--- config.mk ---
export PLATFORM = sky130hd
export DESIGN_NAME = ubdsl_top
export DESIGN_NICKNAME = d
export VERILOG_FILES = /design/src/hdl/ubdsl_pkg.sv /design/src/hdl/ubdsl_top.sv
export VERILOG_INCLUDE_DIRS = /design/src /design/src/hdl
export SDC_FILE = /design/constraint.sdc
export NUM_CORES = 1
export LEC_CHECK = 0
export BUFFER_PORTS_ARGS = -buffer_cell sky130_fd_sc_hd__buf_2
export CAP_MARGIN = 20
export CORE_AREA = 2 2 110 112
export CTS_CLUSTER_DIAMETER = 100
export DETAILED_ROUTE_END_ITERATION = 6
export DIE_AREA = 0 0 112 114
export HOLD_SLACK_MARGIN = 0.15
export PLACE_DENSITY = 0.74
export SYNTH_ARGS = -nofsm -noshare
export SYNTH_HDL_FRONTEND = slang
export SYNTH_SLANG_ARGS = --single-unit
--- constraint.sdc ---
create_clock -name sys_clk -period 3.91 [get_ports sys_clk]
set_input_delay 0.782 -clock sys_clk [delete_from_list [all_inputs] [get_ports sys_clk]]
set_output_delay 0.782 -clock sys_clk [all_outputs]
set_load 0.005 [all_outputs]
--- src/hdl/ubdsl_map.svh ---
// register offsets, field positions, reset values and limits of the serial support block
`ifndef UBDSL_MAP_SVH
`define UBDSL_MAP_SVH

`define UBDSL_ADDR_W          4
`define UBDSL_OFF_DIV_LOW     4'h0
`define UBDSL_OFF_DIV_HIGH    4'h1
`define UBDSL_OFF_INT_EN      4'h2
`define UBDSL_OFF_FIFO_CTRL   4'h3
`define UBDSL_OFF_MODEM_CTRL  4'h4
`define UBDSL_OFF_MODEM_STAT  4'h5
`define UBDSL_OFF_ENH_FEAT    4'h6
`define UBDSL_OFF_STATUS      4'h7

`define UBDSL_FCR_DMA_BIT     3
`define UBDSL_IER_SLEEP_BIT   4
`define UBDSL_EFR_ENH_BIT     4
`define UBDSL_MCR_DTR_BIT     0
`define UBDSL_MCR_RTS_BIT     1
`define UBDSL_MCR_AUX1_BIT    2
`define UBDSL_MCR_AUX2_BIT    3
`define UBDSL_MCR_LOOP_BIT    4

`define UBDSL_RST_BYTE        8'h00
`define UBDSL_RST_DIV         16'h0001
`define UBDSL_RST_CNT         16'h0000
`define UBDSL_ONE_DIV         16'h0001
`define UBDSL_UNMAPPED        8'h00
`define UBDSL_MARK            1'b1
`define UBDSL_MODEM_IDLE      4'hf
`define UBDSL_SYNC_IDLE       6'h1f

`endif

--- src/hdl/ubdsl_pkg.sv ---
// types shared by the serial support block
package ubdsl_pkg;

    // modem inputs as seen inside: cts, dsr, ri, dcd (active high)
    typedef struct packed {
        logic dcd;
        logic ri;
        logic dsr;
        logic cts;
    } ubdsl_modem_t;

    // fifo status from the data path
    typedef struct packed {
        logic rx_empty;
        logic rx_trigger;
        logic rx_timeout;
        logic tx_empty;
        logic tx_full;
    } ubdsl_fifo_t;

    typedef enum logic [1:0] {
        UBDSL_AWAKE    = 2'b00,
        UBDSL_DRAINING = 2'b01,
        UBDSL_ASLEEP   = 2'b11
    } ubdsl_sleep_t;

endpackage

--- src/hdl/ubdsl_top.sv ---
// baud generator, dma ready pins, sleep control and loop-back of the serial port
//
// Function
// divisor 1 to 65535 divides input clock into 16x sampling tick
// baud clock output toggles at sixteen times the bit rate
// host writes divisor high and low bytes; divisor = clock / (16 * rate)
// one baud tick feeds both transmitter and receiver
// input clock may run up to 48 MHz
// fifo control bit 3 selects dma mode for both ready pins
// non-dma: rx ready high when rx fifo empty, low otherwise
// dma: rx ready falls on trigger or timeout, rises when empty
// non-dma: tx ready high when tx fifo holds data, low empty
// dma: tx ready high when tx fifo full, low otherwise
// sleep needs enhanced bit 4 and interrupt enable bit 4 set
// start bit, rx or modem change, or tx data wakes device
// device sleeps again after last character sent or read
// sleep never entered while an interrupt is pending
// sleep stays enabled until interrupt enable bit 4 cleared; code also ends it when enhanced bit 4 cleared
// loop-back joins tx to rx internally, away from pins
// loop-back: aux one drives ri, aux two drives dcd
// loop-back: dtr drives cts, rts drives dsr, pins ignored
// loop-back: modem changes seen in low four status bits
// modem control bit 4 selects loop-back; serial out idles mark
`timescale 1ns/10ps
`default_nettype none
`include "ubdsl_map.svh"

module ubdsl_top
    import ubdsl_pkg::*;
(
    input  wire logic                     sys_clk,
    input  wire logic                     reset,
    input  wire logic [`UBDSL_ADDR_W-1:0] reg_addr,
    input  wire logic [7:0]               reg_wdata,
    input  wire logic                     reg_write,
    input  wire logic                     reg_read,
    output logic      [7:0]               reg_rdata,
    input  wire logic                     osc_input,
    input  wire ubdsl_fifo_t              fifo_stat,
    input  wire logic                     int_pending,
    input  wire logic                     tx_data_write,
    input  wire logic                     rx_data_read,
    input  wire logic                     tx_busy,
    input  wire logic                     rx_start_bit,
    input  wire logic                     tx_serial,
    output logic                          rx_serial,
    input  wire logic                     serial_in_pin,
    output logic                          serial_out_pin,
    input  wire logic [3:0]               modem_pins_n,
    output logic                          dtr_pin_n,
    output logic                          rts_pin_n,
    output logic                          baud_tick,
    output logic                          baud_clock_out,
    output logic                          rx_ready_pin,
    output logic                          tx_ready_pin,
    output logic                          sleep_active,
    output logic      [3:0]               modem_status_reg
);

    // -----------------------------------------------------------------
    // registers
    // -----------------------------------------------------------------
    logic [7:0]   divisor_low_byte_r;
    logic [7:0]   divisor_high_byte_r;
    logic [7:0]   interrupt_enable_reg_r;
    logic [7:0]   fifo_control_reg_r;
    logic [7:0]   modem_control_reg_r;
    logic [7:0]   enhanced_feature_reg_r;
    logic [3:0]   delta_r;
    logic [7:0]   rdata_nxt;

    // divisor byte writes
    always_ff @(posedge sys_clk or posedge reset)
    begin
        if (reset)
        begin
            divisor_low_byte_r  <= 8'(`UBDSL_RST_DIV);
            divisor_high_byte_r <= `UBDSL_RST_BYTE;
        end
        else if (reg_write && reg_addr == `UBDSL_OFF_DIV_LOW)
            divisor_low_byte_r  <= reg_wdata;
        else if (reg_write && reg_addr == `UBDSL_OFF_DIV_HIGH)
            divisor_high_byte_r <= reg_wdata;
    end

    always_ff @(posedge sys_clk or posedge reset)
    begin
        if (reset)
        begin
            interrupt_enable_reg_r <= `UBDSL_RST_BYTE;
            fifo_control_reg_r     <= `UBDSL_RST_BYTE;
            modem_control_reg_r    <= `UBDSL_RST_BYTE;
            enhanced_feature_reg_r <= `UBDSL_RST_BYTE;
        end
        else if (reg_write)
        begin
            case (reg_addr)
                `UBDSL_OFF_INT_EN:     interrupt_enable_reg_r <= reg_wdata;
                `UBDSL_OFF_FIFO_CTRL:  fifo_control_reg_r     <= reg_wdata;
                `UBDSL_OFF_MODEM_CTRL: modem_control_reg_r    <= reg_wdata;
                `UBDSL_OFF_ENH_FEAT:   enhanced_feature_reg_r <= reg_wdata;
                default:               ;
            endcase
        end
    end

    // -----------------------------------------------------------------
    // input synchronisers
    // -----------------------------------------------------------------
    logic [5:0] sync1_r;
    logic [5:0] sync2_r;

    always_ff @(posedge sys_clk or posedge reset)
    begin
        if (reset)
        begin
            sync1_r <= `UBDSL_SYNC_IDLE;
            sync2_r <= `UBDSL_SYNC_IDLE;
        end
        else
        begin
            sync1_r <= {osc_input, serial_in_pin, modem_pins_n};
            sync2_r <= sync1_r;
        end
    end

    logic       osc_s;
    logic       rx_pin_s;
    logic [3:0] modem_n_s;
    assign osc_s     = sync2_r[5];
    assign rx_pin_s  = sync2_r[4];
    assign modem_n_s = sync2_r[3:0];

    // -----------------------------------------------------------------
    // baud generator
    // -----------------------------------------------------------------
    logic [15:0] divisor;
    logic [15:0] baud_cnt_r;
    logic        osc_d_r;
    logic        osc_rise;

    assign divisor  = {divisor_high_byte_r, divisor_low_byte_r};
    // oscillator rate limited by sampling
    assign osc_rise = osc_s && !osc_d_r;

    // divide by programmed divisor
    always_ff @(posedge sys_clk or posedge reset)
    begin
        if (reset)
        begin
            osc_d_r    <= 1'b0;
            baud_cnt_r <= `UBDSL_RST_CNT;
            baud_tick  <= 1'b0;
        end
        else
        begin
            osc_d_r   <= osc_s;
            baud_tick <= 1'b0;
            if (osc_rise)
            begin
                if (baud_cnt_r + `UBDSL_ONE_DIV >= divisor)
                begin
                    baud_cnt_r <= `UBDSL_RST_CNT;
                    // one shared tick
                    baud_tick  <= 1'b1;
                end
                else
                    baud_cnt_r <= baud_cnt_r + `UBDSL_ONE_DIV;
            end
        end
    end

    // 16x clock output
    always_ff @(posedge sys_clk or posedge reset)
    begin
        if (reset)
            baud_clock_out <= 1'b0;
        else
            baud_clock_out <= baud_tick ? 1'b1 :
                              (osc_rise ? 1'b0 : baud_clock_out);
    end

    // -----------------------------------------------------------------
    // dma ready pins
    // -----------------------------------------------------------------
    logic dma_mode;
    // dma select
    assign dma_mode = fifo_control_reg_r[`UBDSL_FCR_DMA_BIT];

    always_ff @(posedge sys_clk or posedge reset)
    begin
        if (reset)
            rx_ready_pin <= 1'b1;
        else if (!dma_mode)
            // level follows empty
            rx_ready_pin <= fifo_stat.rx_empty;
        else if (fifo_stat.rx_trigger || fifo_stat.rx_timeout)
            // fall on trigger
            rx_ready_pin <= 1'b0;
        else if (fifo_stat.rx_empty)
            rx_ready_pin <= 1'b1;
    end

    always_ff @(posedge sys_clk or posedge reset)
    begin
        if (reset)
            tx_ready_pin <= 1'b0;
        else if (!dma_mode)
            // high with data
            tx_ready_pin <= !fifo_stat.tx_empty;
        else
            // high when full
            tx_ready_pin <= fifo_stat.tx_full;
    end

    // -----------------------------------------------------------------
    // loop-back and modem inputs
    // -----------------------------------------------------------------
    logic         loop_mode;
    ubdsl_modem_t modem_int;
    ubdsl_modem_t modem_d_r;

    // loop-back select
    assign loop_mode = modem_control_reg_r[`UBDSL_MCR_LOOP_BIT];

    always_comb
    begin
        if (loop_mode)
        begin
            // dtr to cts, rts to dsr
            modem_int.cts = modem_control_reg_r[`UBDSL_MCR_DTR_BIT];
            modem_int.dsr = modem_control_reg_r[`UBDSL_MCR_RTS_BIT];
            // aux outputs to ri and dcd
            modem_int.ri  = modem_control_reg_r[`UBDSL_MCR_AUX1_BIT];
            modem_int.dcd = modem_control_reg_r[`UBDSL_MCR_AUX2_BIT];
        end
        else
            modem_int = ~modem_n_s;
    end

    // internal serial path
    assign rx_serial = loop_mode ? tx_serial : rx_pin_s;

    always_ff @(posedge sys_clk or posedge reset)
    begin
        if (reset)
        begin
            serial_out_pin <= `UBDSL_MARK;
            dtr_pin_n      <= 1'b1;
            rts_pin_n      <= 1'b1;
        end
        else
        begin
            // serial out idles at mark
            serial_out_pin <= loop_mode ? `UBDSL_MARK : tx_serial;
            dtr_pin_n <= loop_mode | ~modem_control_reg_r[`UBDSL_MCR_DTR_BIT];
            rts_pin_n <= loop_mode | ~modem_control_reg_r[`UBDSL_MCR_RTS_BIT];
        end
    end

    // change flags in low status bits, set wins over read clear
    logic rd_stat;
    assign rd_stat = reg_read && reg_addr == `UBDSL_OFF_MODEM_STAT;

    always_ff @(posedge sys_clk or posedge reset)
    begin
        if (reset)
        begin
            modem_d_r <= '0;
            delta_r   <= 4'h0;
        end
        else
        begin
            modem_d_r <= modem_int;
            delta_r   <= (rd_stat ? 4'h0 : delta_r) | (modem_int ^ modem_d_r);
        end
    end
    assign modem_status_reg = delta_r;

    // -----------------------------------------------------------------
    // sleep control
    // -----------------------------------------------------------------
    ubdsl_sleep_t sleep_r;
    logic         sleep_en;
    logic         wake;
    logic         idle;
    logic         rx_d_r;
    logic [3:0]   modem_pin_d_r;

    // both enables needed; held until either bit cleared
    assign sleep_en = enhanced_feature_reg_r[`UBDSL_EFR_ENH_BIT]
                    & interrupt_enable_reg_r[`UBDSL_IER_SLEEP_BIT];
    // wake sources
    assign wake = rx_start_bit || tx_data_write || (rx_pin_s != rx_d_r)
                || (modem_n_s != modem_pin_d_r);
    // drained when nothing to send or read
    assign idle = !tx_busy && fifo_stat.tx_empty && fifo_stat.rx_empty;

    always_ff @(posedge sys_clk or posedge reset)
    begin
        if (reset)
        begin
            rx_d_r        <= `UBDSL_MARK;
            modem_pin_d_r <= `UBDSL_MODEM_IDLE;
        end
        else
        begin
            rx_d_r        <= rx_pin_s;
            modem_pin_d_r <= modem_n_s;
        end
    end

    always_ff @(posedge sys_clk or posedge reset)
    begin
        if (reset)
            sleep_r <= UBDSL_AWAKE;
        else if (!sleep_en)
            sleep_r <= UBDSL_AWAKE;
        else
        begin
            case (sleep_r)
                UBDSL_AWAKE:    sleep_r <= UBDSL_DRAINING;
                UBDSL_DRAINING:
                    // no sleep with interrupt pending
                    if (idle && !int_pending && !wake)
                        sleep_r <= UBDSL_ASLEEP;
                UBDSL_ASLEEP:
                    if (wake)
                        sleep_r <= UBDSL_DRAINING;
                default:        sleep_r <= UBDSL_AWAKE;
            endcase
        end
    end
    assign sleep_active = (sleep_r == UBDSL_ASLEEP);

    // -----------------------------------------------------------------
    // register read port
    // -----------------------------------------------------------------
    always_comb
    begin
        case (reg_addr)
            `UBDSL_OFF_DIV_LOW:    rdata_nxt = divisor_low_byte_r;
            `UBDSL_OFF_DIV_HIGH:   rdata_nxt = divisor_high_byte_r;
            `UBDSL_OFF_INT_EN:     rdata_nxt = interrupt_enable_reg_r;
            `UBDSL_OFF_FIFO_CTRL:  rdata_nxt = fifo_control_reg_r;
            `UBDSL_OFF_MODEM_CTRL: rdata_nxt = modem_control_reg_r;
            `UBDSL_OFF_MODEM_STAT: rdata_nxt = {modem_int, delta_r};
            `UBDSL_OFF_ENH_FEAT:   rdata_nxt = enhanced_feature_reg_r;
            `UBDSL_OFF_STATUS:     rdata_nxt = {4'h0, sleep_active, dma_mode,
                                                rx_ready_pin, tx_ready_pin};
            default:               rdata_nxt = `UBDSL_UNMAPPED;
        endcase
    end

    always_ff @(posedge sys_clk or posedge reset)
    begin
        if (reset)
            reg_rdata <= `UBDSL_UNMAPPED;
        else if (reg_read)
            reg_rdata <= rdata_nxt;
        else
            reg_rdata <= `UBDSL_UNMAPPED;
    end

    // -----------------------------------------------------------------
    // checks
    // -----------------------------------------------------------------
    AST_NODMA_RX: assert property (@(posedge sys_clk) disable iff (reset)
        !dma_mode && !$past(dma_mode) |-> rx_ready_pin == $past(fifo_stat.rx_empty))
        else $error("rx ready does not follow fifo empty");
    AST_DMA_RX_FALL: assert property (@(posedge sys_clk) disable iff (reset)
        dma_mode && (fifo_stat.rx_trigger || fifo_stat.rx_timeout) |=> !rx_ready_pin)
        else $error("rx ready did not fall on trigger");
    AST_NODMA_TX: assert property (@(posedge sys_clk) disable iff (reset)
        !dma_mode && fifo_stat.tx_empty |=> !tx_ready_pin)
        else $error("tx ready high with empty fifo");
    AST_DMA_TX: assert property (@(posedge sys_clk) disable iff (reset)
        dma_mode && fifo_stat.tx_full |=> tx_ready_pin)
        else $error("tx ready low with full fifo");
    AST_SLEEP_EN: assert property (@(posedge sys_clk) disable iff (reset)
        sleep_active |-> $past(sleep_en))
        else $error("asleep without both enables");
    AST_WAKE: assert property (@(posedge sys_clk) disable iff (reset)
        sleep_active && tx_data_write |=> !sleep_active)
        else $error("tx data did not wake");
    AST_NO_SLEEP_INT: assert property (@(posedge sys_clk) disable iff (reset)
        !sleep_active && int_pending |=> !sleep_active)
        else $error("slept with interrupt pending");
    AST_LOOP_OUT: assert property (@(posedge sys_clk) disable iff (reset)
        loop_mode [*2] |-> serial_out_pin == `UBDSL_MARK)
        else $error("serial out not at mark in loop-back");
    AST_LOOP_CTS: assert property (@(posedge sys_clk) disable iff (reset)
        loop_mode && $stable(modem_control_reg_r) |-> $stable(modem_int))
        else $error("modem pins reach status in loop-back");
    AST_BAUD_DIV1: assert property (@(posedge sys_clk) disable iff (reset)
        divisor == `UBDSL_ONE_DIV && osc_rise |=> baud_tick)
        else $error("divide by one missed a tick");

endmodule // ubdsl_top

`default_nettype wire

Yosys cells after proc, flatten, opt, wreduce, memory -nomap -nowiden:

Cells that the tools add are included.

* output and inout port bits: 21
* logic and storage cells: 96
* bits in registers: 107
* input port bits: 33

* reduce and logical (&&, ||, !) cells: 26
* equality and inequality tests: 14
* $add $sub $neg: 1
* $lt $le $gt $ge: 1
* muxes and demuxes: 19
* bitwise gates (word level): 9

Operators with widths (count)
* $pmux W8 S8: 1
* $add A16 B1 Y16 const B: 1
* $eq A4 B3 Y1 const B: 4
* $ge A16 B16 Y1: 1
* $mux W16: 1
* $reduce_and A2 Y1: 6
* $mux W1: 10
* $eq A4 B2 Y1 const B: 2
* $logic_and A1 B1 Y1: 8
* $mux W4: 2
* $mux W8: 1
* $mux W2: 3
* $ne A3 B2 Y1 const B: 2
* $pmux W2 S3: 1
* $logic_not A1 Y1: 5
* $eq A4 B1 Y1 const B: 1
* $logic_not A4 Y1: 1
* $logic_or A1 B1 Y1: 4
* $ne A4 B4 Y1: 1
* $not A4 Y4: 1
* $or A4 B4 Y4: 1
* $xor A4 B4 Y4: 1
* $ne A3 B3 Y1 const B: 1
* $not A1 Y1: 3
* other kinds (7): 8

Logic depth before layout (Yosys ltp):

Gate-level depths: netlist of run 1.

* depth in word-level cells: 8
* depth in mapped cells: 15

Worst setup path after synthesis of run 1:

No wires, ideal clock.

* path type: register to register
* start: reg baud_cnt_r[0]
* end: reg baud_tick
* clock period less this slack: 3041 ps
* arrival time: 2922 ps
* slack: 869 ps
* buffers on the path: 1
* setup time: 119 ps
* stages on the path, launching flop included: 15
* cells stage by stage: dfrtp_1 -> ha_1 -> and3_1 -> nand3_1 -> nor2_1 -> and3_1 -> xnor2_1 -> inv_1 -> ha_1 -> nand4_1 -> nor2_1 -> a211o_1 -> a311o_2 -> buf_2 -> and2_1

* word-level cells in the longest chain between the ends: 4

Ends and longest elaborated chain
* start: declaration: RTL line ubdsl_top.sv:138 `logic [15:0] baud_cnt_r;`
* start signal: assignment: RTL line ubdsl_top.sv:152 `` baud_cnt_r <= `UBDSL_RST_CNT; ``
* start signal: assignment: RTL line ubdsl_top.sv:163 `` baud_cnt_r <= `UBDSL_RST_CNT; ``
* start signal: assignment: RTL line ubdsl_top.sv:168 `` baud_cnt_r <= baud_cnt_r + `UBDSL_ONE_DIV; ``
* $add A16 B1 Y16 (no line)
* $ge A16 B16 Y1: RTL line ubdsl_top.sv:161 `` if (baud_cnt_r + `UBDSL_ONE_DIV >= divisor) ``
* $mux W1: RTL line ubdsl_top.sv:161
* $mux W1: RTL line ubdsl_top.sv:159 `if (osc_rise)`
* end signal: assignment: RTL line ubdsl_top.sv:153 `baud_tick <= 1'b0;`
* end signal: assignment: RTL line ubdsl_top.sv:158 `baud_tick <= 1'b0;`
* end signal: assignment: RTL line ubdsl_top.sv:165 `baud_tick <= 1'b1;`
* end: declaration: RTL line ubdsl_top.sv:52 `output logic baud_tick,`

No other way between the ends.
A chain may end at the register's enable or synchronous reset.

Final worst setup path of run 1:

* start: reg baud_cnt_r[0]
* end: reg baud_cnt_r[2]

* word-level cells in the longest chain between the ends: 3

Ends and longest elaborated chain (RTL line)
* $add A16 B1 Y16 (no line) *
* $ge A16 B16 Y1: ubdsl_top.sv:161
* $mux W16 *: ubdsl_top.sv:161

Every way passes the cells marked *; elsewhere a longest branch is shown, timed or not.

==> out/metrics.cfg, run 1 <==
[status]
status=completed

[cells_and_area]
drive_above_1_share=0.306
regMostFlops=baud_cnt_r
final.fill_count=1038
fin_cells=650
final_nets=548
largest_reg_flops=16
num_antenna_cells=0
utilization=0.499
synthToLayoutAreaGrowth_pct=14.4

[power_and_ir_drop]
power.switching_mw=0.844
p_comb_frac=0.186
power_frac_seq=0.490
fin_total_pwr_mw=2.93
p_int_mw=2.08
total_leakage_power_nw=2.76
switching_share=0.288
peakVddDrop_uv=218
pwr-share-clk=0.325
cellPowerDensity_mw_per_mm2=502

[clock_tree]
cts_tree=yes
cts-root-buf=clkbuf_16
cts.repair.resized=0
clkSinkCount=107
cts_hold_buffers=0
post_cts_buffers=0
clockBufferDepth=2
clk_latency_ns=0.35
h-tree-depth=3
path_clk_slew_ns=0.07
cts_buffers=9

[route]
vias=3543
ant_nets=0
drt_iter0_drc=208
avgViaCountPerCell=5.45
postRouteWirelength_um=11100
drt_pre_antenna_iters=5
drc_errors=0
post_drt_wl_per_cell_um=17.0

[setup_path]
crit_fanout=17
critPathLaunchType=flop
critPathKind=reg -> reg
rrSetupSlack_ns=0.38
reg2reg_depth=14
r2r-start=baud_cnt_r[0]
worstPathArrival_ns=3.82
worst_r2r_endpoint=baud_cnt_r[2]
cp.required_ns=4.19
crit_path_end_kind=flop

[yosys]
synth_adder_area_share=0.0417
synth_cell_types=48
ys.warnings.count=0
synth_area_per_cell_um2=11.4
synth_edf_count=0
synthMuxAreaShare=0.139
ys.flop_type=dfrtp_1
syn_nets=496
synth-simple-area-share=0.122
postSynthCellCount=446
ys_ff_latch=107
ys_async_sr_fraction=1.00
synth_top_family_by_area=multiplexers
seq_area_frac_synth=0.530
synthXorXnorAreaFrac=0.0395
syn-cell-area_mm2=0.00510
synth-compound-area-share=0.0964

[run]
drv_cap=0

[place]
numPortBuffers=52
dp.cells=634
post-dp-hpwl_um=7960
place_congestion=0.866
pre_cts_slack_ns=0.399

[floorplanning]
die_h_um=114
start_util=0.436
ios=54
fp.coreArea_mm2=0.0117
die_area_mm2=0.0128
dieWidth_um=112
rows=40

[timing]
max_freq_mhz=283
min_period_ns=3.53
setup_violations=0
setup_ws_ns=0.377
tightest_slew_ns=0.829
skew_ns=0.00650
hold_viol_final=0
slew_headroom=0.446
slew_viol_final=0
fin_crit_sh=0.904
fin_tns_setup_ns=0
rsz0062_at_grt=no

[worst_hold_path]
hold_depth=0
min_path_type=reg -> reg
min_to=sync2_r[5]
worstHoldStart=sync1_r[5]

[global_routing]
overflow=0
antenna_found_initial=0
grt_pass1_vias=3664
grt_pass1_wl_um=18500
grtUsageTotal=0.184
grt_max_degree=59

power groups by stage:
stage / combinational (mW) / sequential [mW] / clock [mW]
after floorplan: 0.409 / 1.40 / 0
after global placement: 0.516 / 1.44 / 0
after detailed placement: 0.541 / 1.46 / 0
after CTS: 0.548 / 1.43 / 0.963
after global routing: 0.611 / 1.46 / 1.00
final: 0.544 / 1.43 / 0.951
per-layer routing:
metal,vias to the layer above,global-route usage,share of wire
li1,1672,-,-
met1,1773,0.239,0.44
met2,72,0.303,0.49
met3,26,0.0393,0.043
met4,0,0.0740,0.026
met5,-,0,0
synth_stat cells, types with 2 or more instances:
library cell | n | area [µm²]
a211oi_1 | 3 | 22.5
a21o_1 | 5 | 37.5
a21oi_1 | 13 | 65.1
a221oi_1 | 5 | 43.8
a22o_1 | 9 | 78.8
a22oi_1 | 4 | 30.0
a31oi_1 | 4 | 25.0
and2_1 | 5 | 31.3
and3_1 | 6 | 37.5
buf_1 | 4 | 15.0
buf_2 | 4 | 20.0
clkbuf_1 | 8 | 30.0
dfrtp_1 | 87 | 2180
dfstp_2 | 20 | 526
ha_1 | 17 | 213
inv_1 | 26 | 97.6
mux2_2 | 51 | 574
mux2i_1 | 9 | 90.1
mux4_2 | 2 | 45.0
nand2_1 | 40 | 150
nand2b_1 | 6 | 37.5
nand3_1 | 11 | 55.1
nand4_1 | 3 | 18.8
nand4_2 | 2 | 25.0
nor2_1 | 25 | 93.8
nor2b_1 | 11 | 68.8
nor3_1 | 4 | 20.0
o21ai_0 | 18 | 90.1
o31ai_1 | 3 | 22.5
or3_1 | 2 | 12.5
xnor2_1 | 17 | 149
xor2_1 | 6 | 52.6
area by class of cell:
class / count / area (µm²) / share of cell area
Timing Repair Buffer: 57 / 298 / 0.0510
Multi-Input combinational cell: 297 / 2240 / 0.383
Tap cell: 147 / 184 / 0.0315
Inverter: 26 / 100 / 0.0171
Sequential cell: 107 / 2700 / 0.463
Clock inverter: 7 / 92.6 / 0.0159
Clock buffer: 9 / 225 / 0.0386
logic make-up (layout without fill, tap and decap cells):
logic type,after synthesis,count (layout)
AND/OR/NAND/NOR,122,122
flip-flops,107,107
AO/OA/AOI/OAI,73,73
multiplexers,62,62
buffers and inverters,42,99
XOR/XNOR,23,23
adder cells (fa/ha/maj),17,17
worst max path at each step:
stage / from / end / cells after the start
6_report: baud_cnt_r[0] / baud_cnt_r[2] / 14
3_5_place_dp: baud_cnt_r[0] / baud_cnt_r[11] / 14
2_1_floorplan: reset / baud_clock_out / 1
3_3_place_gp: baud_cnt_r[0] / baud_cnt_r[0] / 14
5_1_grt: baud_cnt_r[0] / baud_cnt_r[2] / 14
4_1_cts: baud_cnt_r[0] / baud_cnt_r[2] / 14
placed cells by master (no fill, tap or decap), types with 9 or more instances in the layout:
master     count
buf_2         52
nand2_1       40
inv_1         25
dfstp_2       20
mux2_2        51
dfrtp_1       87
ha_1          17
mux2i_1        9
xnor2_1       17
nand3_1       11
o21ai_0       18
nor2b_1       11
a21oi_1       13
nor2_1        25
a22o_1         9
clkbuf_16      9
stage by stage:
stage,area [µm²],hold WS [ns]
global placement,5520,0.336
finish,5840,0.356
detailed placement,5520,0.345
floorplan,5100,0.331
global route,5840,0.362
CTS,5840,0.358
worst max-delay path: stages, from the launching register on:
cell	delay, ns
dfrtp_1	0.44
ha_1	0.26
and3_1	0.22
nand3_1	0.19
nor2_1	0.23
and3_1	0.20
xnor2_1	0.15
inv_1	0.08
ha_1	0.29
nand4_1	0.12
nor2_1	0.07
a211o_1	0.29
a311o_2	0.51
o21ai_0	0.25
a22o_1	0.17
Note: power is estimated with default switching activity, not from simulation.
==> run 2: changes to the inputs <==
CORE_AREA = 2 2 97 99   (was 2 2 110 112)
DIE_AREA = 0 0 99 101   (was 0 0 112 114)
PLACE_DENSITY = 0.89   (was 0.74)
SLEW_MARGIN = 20   (was unset)
clock period = 4.3 ns   (was 3.91 ns; I/O delays follow)
==> out/metrics.cfg, run 2 (same netlist as run 1, synthesis figures left out) <==
[power_and_ir_drop]
fin_total_pwr_mw=2.43  ; was 2.93 mW
peakVddDrop_uv=223  ; was 218 µV
total_leakage_power_nw=2.68  ; was 2.76 nW
cellPowerDensity_mw_per_mm2=429  ; was 502 mW/mm²

[timing]
slew_viol_final=0  ; unchanged
tightest_slew_ns=0.817  ; was 0.829 ns
rsz0062_at_grt=no  ; unchanged
skew_ns=0.0134  ; was 0.00650 ns
holdWs_ns=0.363  ; was 0.356 ns
min_period_ns=3.68  ; was 3.53 ns
slew_headroom=0.454  ; was 0.446
setup_violations=0  ; unchanged
max_freq_mhz=272  ; was 283 MHz
hold_viol_final=0  ; unchanged
fin_crit_sh=0.857  ; was 0.904
setup_ws_ns=0.617  ; was 0.377 ns
fin_tns_setup_ns=0  ; unchanged

[route]
drc_errors=0  ; unchanged
postRouteWirelength_um=11200  ; was 11100 µm
vias=3689  ; was 3543
drt_iter0_drc=323  ; was 208
drt_pre_antenna_iters=5  ; unchanged
post_drt_wl_per_cell_um=18.3  ; was 17.0 µm
ant_nets=0  ; unchanged
avgViaCountPerCell=6.04  ; was 5.45

[clock_tree]
h-tree-depth=3  ; unchanged
clkSinkCount=107  ; unchanged
clk_latency_ns=0.38  ; was 0.35 ns
cts-root-buf=clkbuf_8  ; was clkbuf_16
cts_buffers=9  ; unchanged
cts.repair.resized=0  ; unchanged
cts_hold_buffers=0  ; unchanged
path_clk_slew_ns=0.11  ; was 0.07 ns
cts_tree=yes  ; unchanged
clockBufferDepth=2  ; unchanged
post_cts_buffers=0  ; unchanged

[global_routing]
grt_pass1_wl_um=18500  ; about the same
grt_max_degree=93  ; was 59
grt_pass1_vias=3734  ; was 3664
antenna_found_initial=0  ; unchanged
overflow=0  ; unchanged
grtUsageTotal=0.240  ; was 0.184

[floorplanning]
start_util=0.568  ; was 0.436
die_h_um=101  ; was 114 µm
die_area_mm2=0.0100  ; was 0.0128 mm²
dieWidth_um=99  ; was 112 µm
fp.coreArea_mm2=0.00898  ; was 0.0117 mm²
rows=35  ; was 40
ios=54  ; unchanged

[cells_and_area]
synthToLayoutAreaGrowth_pct=10.8  ; was 14.4%
regMostFlops=baud_cnt_r  ; unchanged
drive_above_1_share=0.300  ; was 0.306
final_cell_mix=87 x dfrtp_1, 52 x buf_2, 51 x mux2_2, 40 x nand2_1  ; unchanged
utilization=0.629  ; was 0.499
final_common_cell=dfrtp_1  ; unchanged
num_antenna_cells=0  ; unchanged
largest_reg_flops=16  ; unchanged
stdcell_area_mm2=0.00565  ; was 0.00584 mm²
final.fill_count=649  ; was 1038
fin_cells=611  ; was 650
final_nets=545  ; was 548

[setup_path]
critPathLaunchType=flop  ; unchanged
crit_path_end_kind=flop  ; unchanged
worstPathArrival_ns=4.00  ; was 3.82 ns
critPathKind=reg -> reg  ; unchanged
crit_fanout=17  ; unchanged
cp.required_ns=4.62  ; was 4.19 ns

[place]
pre_cts_slack_ns=0.736  ; was 0.399 ns
numPortBuffers=52  ; unchanged
dpl_cell_area_mm2=0.00545  ; was 0.00552 mm²
dp.cells=595  ; was 634
post-dp-hpwl_um=7790  ; was 7960 µm
place_congestion=0.924  ; was 0.866

[worst_hold_path]
min_path_type=reg -> reg  ; unchanged

[run]
drv_cap=0  ; unchanged

[status]
status=completed  ; unchanged

[run 2: cell types whose count changed in the layout (fill, tap and decap cells not counted), sizes merged]
cell,change
inv,+1
clkinv,-1
buf,-3
bufinv,-1
clkbuf,+1
[run 2: cell type report]
| type | instances | area, µm² | share of cell area |
|---|---|---|---|
| multi-input combinational | 297 | 2240 | 0.396 |
| tap | 111 | 139 | 0.0246 |
| clock inverter | 6 | 67.6 | 0.0120 |
| sequential | 107 | 2700 | 0.478 |
| timing repair buffer | 54 | 275 | 0.0487 |
| inverter | 26 | 103 | 0.0182 |
| clock buffer | 10 | 128 | 0.0226 |
[run 2: worst max-delay path, cell delays in order, from the launching register on]
cell and delay, ns:
dfrtp_1 0.47, ha_1 0.28, and3_1 0.23, nand3_1 0.21, nor2_1 0.27, and3_1 0.21, xnor2_1 0.16, inv_1 0.08
ha_1 0.28, nand4_1 0.13, nor2_1 0.08, a211o_1 0.29, a311o_2 0.50, nor2_4 0.23, a22o_1 0.19
[run 2: routing by layer]
layer,GRT usage,vias up,share of wire
met2,0.388,150,0.49
met1,0.323,1844,0.42
li1,-,1664,-
met3,0.0499,31,0.060
met5,0,-,0
met4,0.0854,0,0.026
[run 2: path summary, 6_finish.rpt]
kind                               start             endpoint  slack (ns)  cells past startpoint
setup / recovery           baud_cnt_r[0]        baud_cnt_r[5]        0.62                     14
hold / removal                sync1_r[3]           sync2_r[3]        0.36                      0
setup reg to reg           baud_cnt_r[0]        baud_cnt_r[5]        0.62                     14
hold reg to reg               sync1_r[3]           sync2_r[3]        0.36                      0
max in group asynchronous          reset        baud_cnt_r[4]        2.93                      3
min in group asynchronous          reset  modem_status_reg[0]        0.61                      2
[run 2: power breakdown]
part           switching, mW  internal [mW]  total [mW]
registers              0.130           1.18        1.31
logic                  0.252          0.251       0.503
clock network          0.383          0.233       0.616
